<file path="src/pkg/tzp_pkg.sv">
// Shared constants and types for the counter unit and its prescaler
package tzp_pkg;

	// ------------------------------------------------------------
	// Configuration carried as one group
	// ------------------------------------------------------------
	typedef struct packed {
		logic clock_source_select;
		logic source_edge_select;
		logic prescaler_assign;
		logic [2:0] prescale_ratio;
	} tzp_cfg_s;

	// ------------------------------------------------------------
	// Widths
	// ------------------------------------------------------------
	localparam int COUNT_W = 8;
	localparam int PRE_W = 8;
	localparam int PHASE_W = 2;
	localparam int INHIBIT_W = 2;

	// ------------------------------------------------------------
	// Internal phase clock: four oscillator periods per instruction cycle
	// ------------------------------------------------------------
	localparam logic [PHASE_W-1:0] PHASE_ONE = 2'h0;
	localparam logic [PHASE_W-1:0] PHASE_TWO = 2'h1;
	localparam logic [PHASE_W-1:0] PHASE_THREE = 2'h2;
	localparam logic [PHASE_W-1:0] PHASE_FOUR = 2'h3;
	localparam logic [PHASE_W-1:0] PHASE_STEP = 2'h1;

	// ------------------------------------------------------------
	// Counts and values after reset
	// ------------------------------------------------------------
	localparam logic [INHIBIT_W-1:0] INHIBIT_CYCLES = 2'h2;
	localparam logic [INHIBIT_W-1:0] INHIBIT_STEP = 2'h1;
	localparam logic [INHIBIT_W-1:0] INHIBIT_NONE = 2'h0;
	localparam logic [COUNT_W-1:0] COUNT_MAX = 8'hFF;
	localparam logic [COUNT_W-1:0] COUNT_STEP = 8'h01;
	localparam logic [COUNT_W-1:0] COUNT_RESET = 8'h00;
	localparam logic [PRE_W-1:0] PRE_RESET = 8'h00;
	localparam logic [PHASE_W-1:0] PHASE_RESET = 2'h0;

	// ------------------------------------------------------------
	// Timing of the external input, in oscillator periods of 25 ns
	// ------------------------------------------------------------
	localparam int CLK_PERIOD_NS = 25;
	localparam int EXT_DELAY_MIN_TOSC = 3;
	localparam int EXT_DELAY_MAX_TOSC = 7;

endpackage

</file>
<file path="src/core/tzp_prescaler.sv">
// Shared eight-stage ripple prescaler for the counter unit or the watchdog
`timescale 1ns/10ps

module tzp_prescaler
	import tzp_pkg::*;
(
	input wire logic clk_sys,
	input wire logic rst,
	input wire logic in_pulse,
	input wire logic clear,
	input wire logic [2:0] ratio,
	output logic div_level,
	output logic wrap
);

	// ------------------------------------------------------------
	// Stage state
	// ------------------------------------------------------------
	logic [PRE_W-1:0] stage_reg;
	logic [PRE_W-1:0] stage_next;
	logic [PRE_W:0] carry;
	logic [3:0] tap;

	assign carry[0] = in_pulse;

	// Each stage toggles when every stage below it has wrapped, as in a ripple chain
	generate
		for (genvar i = 0; i < PRE_W; i++) begin : g_stage
			assign carry[i+1] = carry[i] & stage_reg[i];
			assign stage_next[i] = clear ? 1'b0 : (stage_reg[i] ^ carry[i]);
		end
	endgenerate

	// Register the stages
	always_ff @(posedge clk_sys or posedge rst) begin
		if (rst) begin
			stage_reg <= PRE_RESET;
		end else begin
			stage_reg <= stage_next;
		end
	end

	// Ratio 000 taps stage 0 for 1:2, each step doubles up to 1:256
	assign tap = {1'b0, ratio} + 4'h1;
	assign div_level = stage_reg[ratio]; // Square wave, half the period high
	assign wrap = carry[tap] & ~clear;
endmodule

</file>
<file path="src/core/tzp_timer.sv">
// Counter unit: 8-bit timer/counter with shared prescaler and overflow flag
`timescale 1ns/10ps

// What this block does
// - Clock select 0: timer mode, one increment per instruction cycle without prescaler.
// - After a write to the count register, increments are held off two cycles.
// - Clock select 1: counter mode, counting edges of the external count input.
// - Edge select 0 counts rising edges, 1 counts falling edges.
// - Prescaler assign 0 gives the prescaler to the timer, 1 to the watchdog.
// - Timer prescale ratios run from 1:2 to 1:256 in powers of two.
// - Software has no path to read or write the prescaler count.
// - Rolling over from FFh to 00h sets the overflow flag.
// - The overflow interrupt request is raised only while its enable is 1.
// - The timer is stopped in sleep, so its overflow never wakes the core.
// - Prescaler output or raw input is sampled on phase two and phase four.
// - The prescaler is a ripple divider giving a symmetrical output.
// - With the prescaler on the watchdog, external edge to increment takes three to seven oscillator periods.
// - One 8-bit divider serves the timer or the watchdog, never both.
// - With the prescaler on the timer, a count register write clears it.
// - With the prescaler on the watchdog, a watchdog clear clears it too.
// - The count register is 8 bits, readable and writable, overflow is the event.
module tzp_timer
	import tzp_pkg::*;
(
	input wire logic clk_sys,
	input wire logic rst,
	input wire tzp_cfg_s cfg,
	input wire logic sleep_mode,
	input wire logic count_wr,
	input wire logic [COUNT_W-1:0] count_wr_data,
	output logic [COUNT_W-1:0] count_value,
	input wire logic flag_clear,
	input wire logic overflow_irq_enable,
	output logic overflow_flag,
	output logic overflow_irq,
	input wire logic ext_count_input,
	input wire logic watchdog_clear_instr,
	input wire logic watchdog_tick,
	output logic watchdog_out
);

	// ------------------------------------------------------------
	// Internal phase clock
	// ------------------------------------------------------------
	logic [PHASE_W-1:0] phase_reg;
	logic [PHASE_W-1:0] phase_next;
	logic cycle_end;

	// Four oscillator periods make one instruction cycle
	always_comb begin
		phase_next = phase_reg + PHASE_STEP;
	end

	always_ff @(posedge clk_sys or posedge rst) begin
		if (rst) begin
			phase_reg <= PHASE_RESET;
		end else begin
			phase_reg <= phase_next;
		end
	end

	assign cycle_end = (phase_reg == PHASE_FOUR); // Last phase of the instruction cycle

	// ------------------------------------------------------------
	// External input edge conditioning
	// ------------------------------------------------------------
	logic src_level;
	logic src_prev_reg;
	logic src_prev_next;
	logic src_rise;

	// Inverting the input for falling-edge mode lets one rising detector serve both
	assign src_level = ext_count_input ^ cfg.source_edge_select;

	always_comb begin
		src_prev_next = src_level;
	end

	always_ff @(posedge clk_sys or posedge rst) begin
		if (rst) begin
			src_prev_reg <= 1'b0;
		end else begin
			src_prev_reg <= src_prev_next;
		end
	end

	assign src_rise = src_level & ~src_prev_reg; // Selected edge of the pin

	// ------------------------------------------------------------
	// Shared prescaler routing
	// ------------------------------------------------------------
	logic pre_to_timer;
	logic pre_in;
	logic pre_clear;
	logic pre_level;
	logic pre_wrap;
	logic timer_src_pulse;

	// Exactly one user owns the divider at any time
	assign pre_to_timer = ~cfg.prescaler_assign;

	// Timer side feeds instruction cycles or pin edges, gated off in sleep
	assign timer_src_pulse = cfg.clock_source_select ? src_rise : cycle_end;

	// Routing of input and clear follows the owner
	assign pre_in = pre_to_timer ? (timer_src_pulse & ~sleep_mode) : watchdog_tick;
	assign pre_clear = pre_to_timer ? count_wr : watchdog_clear_instr;

	// The divider has no software-visible port, only its tap and wrap
	tzp_prescaler u_prescaler (
		.clk_sys(clk_sys),
		.rst(rst),
		.in_pulse(pre_in),
		.clear(pre_clear),
		.ratio(cfg.prescale_ratio),
		.div_level(pre_level),
		.wrap(pre_wrap)
	);

	// ------------------------------------------------------------
	// Phase synchroniser
	// ------------------------------------------------------------
	logic sync_src;
	logic sync_a_reg;
	logic sync_a_next;
	logic sync_b_reg;
	logic sync_b_next;
	logic sync_b_prev_reg;
	logic sync_b_prev_next;
	logic sync_rise;

	// Prescaler tap when owned, otherwise the conditioned raw pin
	assign sync_src = pre_to_timer ? pre_level : src_level;

	// First stage samples on phase two, second on phase four
	always_comb begin
		sync_a_next = sync_a_reg;
		sync_b_next = sync_b_reg;
		if (phase_reg == PHASE_TWO) begin
			sync_a_next = sync_src;
		end
		if (phase_reg == PHASE_FOUR) begin
			sync_b_next = sync_a_reg;
		end
		sync_b_prev_next = sync_b_reg;
	end

	always_ff @(posedge clk_sys or posedge rst) begin
		if (rst) begin
			sync_a_reg <= 1'b0;
			sync_b_reg <= 1'b0;
			sync_b_prev_reg <= 1'b0;
		end else begin
			sync_a_reg <= sync_a_next;
			sync_b_reg <= sync_b_next;
			sync_b_prev_reg <= sync_b_prev_next;
		end
	end

	// Only the second stage is edge-detected, the first stays free to settle
	assign sync_rise = sync_b_reg & ~sync_b_prev_reg;

	// ------------------------------------------------------------
	// Increment request and write inhibit
	// ------------------------------------------------------------
	logic direct_mode;
	logic inc_req;
	logic inc_ok;
	logic [INHIBIT_W-1:0] inhibit_reg;
	logic [INHIBIT_W-1:0] inhibit_next;

	// Timer mode with the prescaler on the watchdog counts every cycle undivided
	assign direct_mode = ~cfg.clock_source_select & cfg.prescaler_assign;

	// Sleep stops the timer, so no overflow can occur to wake the core
	assign inc_req = ~sleep_mode & (direct_mode ? cycle_end : sync_rise);

	// A write arms a hold-off of two instruction cycles; users must pre-adjust the value
	always_comb begin
		inhibit_next = inhibit_reg;
		if (count_wr) begin
			inhibit_next = INHIBIT_CYCLES;
		end else if (cycle_end && (inhibit_reg != INHIBIT_NONE)) begin
			inhibit_next = inhibit_reg - INHIBIT_STEP;
		end
	end

	always_ff @(posedge clk_sys or posedge rst) begin
		if (rst) begin
			inhibit_reg <= INHIBIT_NONE;
		end else begin
			inhibit_reg <= inhibit_next;
		end
	end

	assign inc_ok = inc_req & (inhibit_reg == INHIBIT_NONE) & ~count_wr;

	// ------------------------------------------------------------
	// Count register and overflow
	// ------------------------------------------------------------
	logic [COUNT_W-1:0] count_reg;
	logic [COUNT_W-1:0] count_next;
	logic ovf_set;
	logic flag_reg;
	logic flag_next;
	logic irq_reg;
	logic irq_next;

	// Software write has priority over an increment in the same cycle
	always_comb begin
		count_next = count_reg;
		if (count_wr) begin
			count_next = count_wr_data;
		end else if (inc_ok) begin
			count_next = count_reg + COUNT_STEP;
		end
	end

	// Rollover from the top value is the interrupt event
	assign ovf_set = inc_ok & (count_reg == COUNT_MAX);

	// Flag is sticky; hardware never clears it and a set beats a clear
	always_comb begin
		flag_next = ovf_set | (flag_reg & ~flag_clear);
		irq_next = flag_next & overflow_irq_enable; // Masked by the enable
	end

	always_ff @(posedge clk_sys or posedge rst) begin
		if (rst) begin
			count_reg <= COUNT_RESET;
			flag_reg <= 1'b0;
			irq_reg <= 1'b0;
		end else begin
			count_reg <= count_next;
			flag_reg <= flag_next;
			irq_reg <= irq_next;
		end
	end

	assign count_value = count_reg;
	assign overflow_flag = flag_reg;
	assign overflow_irq = irq_reg;

	// ------------------------------------------------------------
	// Watchdog side of the divider
	// ------------------------------------------------------------
	logic wdt_out_reg;
	logic wdt_out_next;

	// Postscaled when the watchdog owns the divider, otherwise undivided
	always_comb begin
		wdt_out_next = cfg.prescaler_assign ? pre_wrap : watchdog_tick;
	end

	always_ff @(posedge clk_sys or posedge rst) begin
		if (rst) begin
			wdt_out_reg <= 1'b0;
		end else begin
			wdt_out_reg <= wdt_out_next;
		end
	end

	assign watchdog_out = wdt_out_reg;
endmodule

</file>
<file path="config.mk">
export PLATFORM = sky130hd
export DESIGN_NAME = tzp_timer
export DESIGN_NICKNAME = d
export VERILOG_FILES = /design/src/pkg/tzp_pkg.sv /design/src/core/tzp_prescaler.sv /design/src/core/tzp_timer.sv
export SDC_FILE = /design/constraint.sdc
export NUM_CORES = 1
export LEC_CHECK = 0
export BUFFER_PORTS_ARGS = -buffer_cell sky130_fd_sc_hd__buf_4
export CORE_MARGIN = 5
export CORE_UTILIZATION = 38
export CTS_CLUSTER_SIZE = 40
export DETAILED_ROUTE_END_ITERATION = 10
export PLACE_DENSITY = 0.69
export SETUP_SLACK_MARGIN = 0.4
export SLEW_MARGIN = 25
export SYNTH_ARGS = -nofsm -noshare
export SYNTH_HDL_FRONTEND = slang
export SYNTH_HIERARCHICAL = 1
export SYNTH_SLANG_ARGS = --single-unit
</file>
<file path="constraint.sdc">
create_clock -name clk_sys -period 6.31 [get_ports clk_sys]
set_clock_uncertainty 0.05 [all_clocks]
set_input_delay 0.631 -clock clk_sys [delete_from_list [all_inputs] [get_ports clk_sys]]
set_output_delay 0.631 -clock clk_sys [all_outputs]
set_load 0.01 [all_outputs]
</file>
==> metrics.cfg, run 1 <==
[finish]
fillers = 421
final_nets = 223
diodes = 0
area_delta_synth_final_pct = 19.9
drive_gt1_frac = 0.242

[cts]
postCtsHoldBufs = 0
cts.clk_slew.worst_paths_ns = 0.10
cts_tree = built
post_cts_resized = 0
cts_setup_buffers = 0
clock-sinks = 27
cts-buffers-inserted = 3
insertion_delay_ns = 0.28
cts_max_path_buffers = 2
cts-root-buf = clkbuf_8
htree_num_levels = 1

[global_routing]
grt_max_degree = 20
grt_overflow = 0
grt_pass1_vias = 1174
grt_usage = 0.119
antenna_found_initial = 0
grt_pass1_wl_um = 5290

[power_and_ir_drop]
vdd_drop_max_mv = 0.0906
power_uw = 365
combPwrFrac = 0.193
power.switching_uw = 100
intPower_uw = 264
power_frac_seq = 0.526
p_leak_uw = 0.000959
clockPowerShare = 0.281
p_per_area_mw_per_mm2 = 185
netSwitchingFraction = 0.275

[detailed_routing]
drt_wl_total_um = 3250
drcViolationCount = 0
drtPass1Iterations = 4
drt_iter0_drc = 92
viasPerCell = 5.12
avgRoutedWirePerCell_um = 13.6
antenna_left = 0
num_vias = 1218

[critical_path]
arrival_ns = 4.00
startpoint_type = input port
rr_startpoint = phase_reg[0]
rr_endpoint = watchdog_out
ff2ff_setup_slack_ns = 2.50
crit_required_ns = 6.42
rr_worst_depth = 14
startpoint = cfg[4]
crit_end = watchdog_out
cp_max_fo = 3
path_class = in2reg
end_kind = flop

[logic_synthesis]
synth_nets = 189
syn_inst = 153
synth_cell_type_count = 44
synth_edf_count = 0
avgSynthCellArea_um2 = 10.8
ys_ff_latch = 27
async_flop_share = 1.00
synth-warning-count = 6
syn-cell-area_mm2 = 0.00165
synthFlopType = dfrtp_1
synth_seq_area_share = 0.411

[sta]
fin_crit_ns = 3.89
tns_ns = 0
worstMarginPinSlew_ns = 0.767
hold_violations = 0
grt_setup_unrepaired = no
fin_crit_sh = 0.617
fmax_ghz = 0.257
final-setup-viol-count = 0
slew-limit-headroom = 0.488
maxSlewViolCount = 0

[placement]
port-buffer-count = 33
dp_hpwl_um = 2510
gp_congestion = 0.766

[floorplanning]
row_count = 24
die-area_mm2 = 0.00575
die_x_um = 75.8
die_h_um = 75.8
initial_utilization = 0.386
core-area_mm2 = 0.00426
io_pins = 34

[hold_path]
hold_class = in2async

[outcome]
status = complete, no violations

[job]
cap_violations = 0

==> power groups by stage <==
stage	logic, uW	clock network (uW)	registers (uW)
2_1_floorplan	40.4	0	196
3_3_place_gp	70.6	0	195
3_5_place_dp	71.1	0	196
4_1_cts	71.6	104	192
5_1_grt	79.4	110	194
6_report	70.4	102	192
==> synthesized netlist by cell type, types with 3 or more instances <==
cell type  number  area share
ha_1           13       0.099
nand3_1         4       0.012
o21ai_1         5       0.015
xnor2_1         3       0.016
nor2b_1        11       0.042
nand2_1        13       0.030
nand4_1         3       0.011
mux4_1          3       0.048
inv_1          11       0.025
dfrtp_1        27        0.41
a21oi_1         5       0.015
nor2_1          9       0.021
mux2i_1         3       0.018
nand2b_1        3       0.011
==> placed cells by master, fill, tap and decap left out, types with 4 or more instances in the layout <==
| master | Yosys | layout |
|---|---|---|
| buf_4 | 0 | 33 |
| nor2b_1 | 11 | 11 |
| inv_1 | 11 | 11 |
| nand3_1 | 4 | 4 |
| nor2_1 | 9 | 9 |
| o21ai_1 | 5 | 5 |
| ha_1 | 13 | 13 |
| a21oi_1 | 5 | 5 |
| dfrtp_1 | 27 | 27 |
| nand2_1 | 13 | 13 |
==> critical path: stages <==
cell     delay, ns
buf_4         0.11
xnor2_1       0.27
nor2_1        0.07
mux2i_1       0.14
o31ai_1       0.10
ha_1          0.21
ha_1          0.19
ha_1          0.20
ha_1          0.20
ha_1          0.21
ha_1          0.20
ha_1          0.19
mux4_2        0.45
nor3b_1       0.15
or3_1         0.39
mux2_1        0.30
==> routing by layer <==
layer	global-route usage	vias up	part of all wire
met3	0.0198	4	0.061
met1	0.162	573	0.43
met4	0.0408	0	0.012
met2	0.191	29	0.50
met5	0	-	0
li1	-	612	-
==> cell families after synthesis <==
family | after synthesis | share of synthesized area
AOI/OAI and AO/OA | 24 | 0.110
buffers and inverters | 15 | 0.0433
muxes | 11 | 0.107
xor gates and xnor gates | 4 | 0.0213
DFF | 27 | 0.411
adders and majority gates | 13 | 0.0989
and+or+nand+nor | 59 | 0.208
==> worst min-delay path by stage <==
stage                               end  slack [ns]  cells past startpoint        startpoint
2_1_floorplan           sync_b_prev_reg        0.35                      0  sync_b_prev_next
6_report       u_prescaler/stage_reg[2]        0.25                      2               rst
3_3_place_gp            sync_b_prev_reg        0.38                      0  sync_b_prev_next
4_1_cts        u_prescaler/stage_reg[2]        0.26                      2               rst
5_1_grt        u_prescaler/stage_reg[2]        0.28                      2               rst
3_5_place_dp            sync_b_prev_reg        0.40                      0  sync_b_prev_next
==> area by class of cell <==
class	instances	area, um2	share of cell area
clock buffer	4	45.0	0.0228
inverter	11	41.3	0.0209
tap	52	65.1	0.0330
timing repair buffer	33	248	0.126
multi-input combinational	111	898	0.455
sequential	27	676	0.342
==> through the flow <==
step,area (um2),instances,utilization,setup WS (ns),hold slack [ns]
after floorplan,1650,153,-,2.51,0.350
after global placement,1930,234,0.452,2.20,0.378
after detailed placement,1930,234,0.452,2.12,0.397
after CTS,1970,238,0.463,2.40,0.265
after global routing,1970,238,0.463,2.16,0.277
final,1970,238,0.463,2.42,0.253
No activity file was read; power rests on OpenSTA's default activity.
==> run 2, diff against run 1 <==
- ABC_AREA: not set -> 1
- clock period: 6.31 -> 4 ns (I/O delays scaled with it)
==> metrics.cfg, run 2 <==
[sta]
grt_setup_unrepaired = no
fin_crit_sh = 0.810
fmax_ghz = 0.309
hold_violations = 0  ; unchanged
final-setup-viol-count = 0  ; unchanged
slew-limit-headroom = 0.507  ; +0.0188
worstMarginPinSlew_ns = 0.739  ; -0.0282 ns
tns_ns = 0  ; unchanged
maxSlewViolCount = 0  ; unchanged
fin_crit_ns = 3.24

[critical_path]
ff2ff_setup_slack_ns = 0.76  ; -1.74 ns
cp_max_fo = 4  ; +1
arrival_ns = 3.34  ; -0.66 ns
end_kind = flop
path_class = reg2reg
crit_required_ns = 4.10  ; -2.32 ns
startpoint_type = flop

[global_routing]
grt_max_degree = 20  ; unchanged
grt_pass1_vias = 1307  ; +11%
grt_usage = 0.121  ; +0.00186
antenna_found_initial = 0  ; unchanged
grt_pass1_wl_um = 5420  ; +2.6%
grt_overflow = 0  ; unchanged

[finish]
final_common_cell = nand2_1
area_delta_synth_final_pct = 20.0  ; about the same
multi_input_area_um2 = 792  ; -12%
diodes = 0  ; unchanged
mostFrequentLayoutCells = 53 x nand2_1, 34 x inv_1, 33 x buf_4
seqCellArea_um2 = 676  ; unchanged
drive_gt1_frac = 0.215  ; -0.0271
fillers = 434  ; +3.1%
final_nets = 279  ; +25%

[power_and_ir_drop]
p_leak_uw = 0.00107  ; +12%
p_per_area_mw_per_mm2 = 298  ; +61%
power_uw = 589  ; +62%
vdd_drop_max_mv = 0.116  ; +28%

[logic_synthesis]
syn_inst = 209  ; +37%
ys_ff_latch = 27  ; unchanged
yosys.area_share.adder = 0.0986  ; -0.000225
synth_seq_area_share = 0.410  ; -0.000935
synth_most_common_cell = nand2_1
synthFlopType = dfrtp_1
avgSynthCellArea_um2 = 7.89  ; -27%
async_flop_share = 1.00  ; unchanged
synth_edf_count = 0  ; unchanged
synth-warning-count = 6  ; unchanged
synth_cell_type_count = 29  ; -34%
synthTopCellsByArea = dfrtp_1 41%, nand2_1 12%, ha_1 9.9%
synth_nets = 245  ; +30%
synth_top_cells_by_count = 53 x nand2_1, 34 x inv_1, 27 x dfrtp_1
syn-cell-area_mm2 = 0.00165  ; +0.23%
synth_compound_area_frac = 0.0706  ; -0.0397
synth_top_family_by_area = simple AND/OR/NAND/NOR gates
synth.area.mux_share = 0  ; -0.107
synth-simple-area-share = 0.279  ; +0.0708
synth.top_cell.area_share = 0.410  ; -0.000935
synth_xor_area_frac = 0.0319  ; +0.0106
synth_top_cell_by_area = dfrtp_1

[detailed_routing]
viasPerCell = 4.60  ; -10%
num_vias = 1352  ; +11%
avgRoutedWirePerCell_um = 10.9  ; -20%
drt_iter0_drc = 76  ; -17%
drtPass1Iterations = 4  ; unchanged
drcViolationCount = 0  ; unchanged
antenna_left = 0  ; unchanged
drt_wl_total_um = 3210  ; -1.1%

[placement]
gp_congestion = 0.842  ; +9.9%
port-buffer-count = 33  ; unchanged
dp_hpwl_um = 2570  ; +2.4%

[floorplanning]
initial_utilization = 0.384  ; -0.00182
row_count = 24  ; unchanged
die_x_um = 75.9  ; about the same
io_pins = 34  ; unchanged
core-area_mm2 = 0.00429  ; +0.70%
die_h_um = 75.9  ; about the same
die-area_mm2 = 0.00576  ; +0.20%

[cts]
post_cts_resized = 0  ; unchanged
cts_max_path_buffers = 2  ; unchanged
cts_setup_buffers = 0  ; unchanged
cts-buffers-inserted = 3  ; unchanged
clock-sinks = 27  ; unchanged
postCtsHoldBufs = 0  ; unchanged
cts_tree = built
cts.clk_slew.worst_paths_ns = 0.10  ; about the same
htree_num_levels = 1  ; unchanged
insertion_delay_ns = 0.27  ; about the same
cts-root-buf = clkbuf_8

[outcome]
status = complete, no violations

[hold_path]
hold_class = in2async

[job]
cap_violations = 0  ; unchanged

==> run 2: changes by cell type after synthesis, moves of 4 or more <==
| cell | change |
|---|---|
| nand3_1 | +10 |
| nand3_2 | +4 |
| nand2_1 | +40 |
| nor2_1 | +8 |
| inv_1 | +23 |
| o21ai_0 | +10 |
| nor2b_1 | -11 |
==> run 2: final timing paths <==
path / from / to / depth (start not counted)
worst max-delay path: phase_reg[0] / watchdog_out / 19
worst min-delay path: rst / u_prescaler/stage_reg[3] / 2
worst max register to register: phase_reg[0] / watchdog_out / 19
worst min register to register: sync_b_prev_next / sync_b_prev_reg / 0
max in group asynchronous: rst / src_prev_reg / 2
min in group clk_sys: overflow_irq_enable / overflow_irq / 3
==> run 2: per-stage QoR <==
step	instance area [um2]	utilization	setup WS, ns	std cells	hold slack [ns]
2_1_floorplan	1650	-	1.06	209	0.166
3_3_place_gp	1930	0.450	0.900	290	0.324
3_5_place_dp	1930	0.450	0.768	290	0.332
4_1_cts	1980	0.461	0.745	294	0.0317
5_1_grt	1980	0.461	0.511	294	0.0589
6_report	1980	0.461	0.759	294	0.0278
==> run 2: logic make-up after synthesis <==
logic type	after synthesis
AOI/OAI and AO/OA	22
xor gates and xnor gates	6
adders and majority gates	13
buffers and inverters	42
DFF	27
and+or+nand+nor	99
==> run 2: layout make-up <==
type,instances,area share
multi-input cells,140,0.400
flip-flops and latches,27,0.341
repair buffers,33,0.125
inverters,38,0.0759
well taps,52,0.0329
clock buffers,3,0.0209
clock inverters,1,0.00379
==> run 2: power breakdown <==
group / switching [uW] / internal (uW)
clock: 84.5 / 70.6
combinational: 67.5 / 57.2
sequential: 18.1 / 291
total: 170 / 419
==> run 2: layer usage <==
| layer | global-route usage | vias up | share of wire |
|---|---|---|---|
| met5 | 0 | - | 0 |
| met4 | 0.0505 | 0 | 0.012 |
| met3 | 0.0158 | 2 | 0.041 |
| met2 | 0.206 | 16 | 0.48 |
| met1 | 0.152 | 617 | 0.46 |
| li1 | - | 717 | - |
==> run 2: critical path: stages (launching register included) <==
cell and delay (ns):
dfrtp_1 0.42, ha_1 0.26, nor2_2 0.13, nor3_1 0.05, nand2_1 0.05, o21ai_0 0.12
ha_1 0.25, ha_1 0.20, ha_1 0.20, ha_1 0.20, ha_1 0.20, ha_1 0.21
ha_1 0.21, ha_1 0.18, nand3_1 0.08, a21oi_1 0.06, nand2_1 0.10, inv_1 0.04
nand2_1 0.05, o21ai_0 0.07
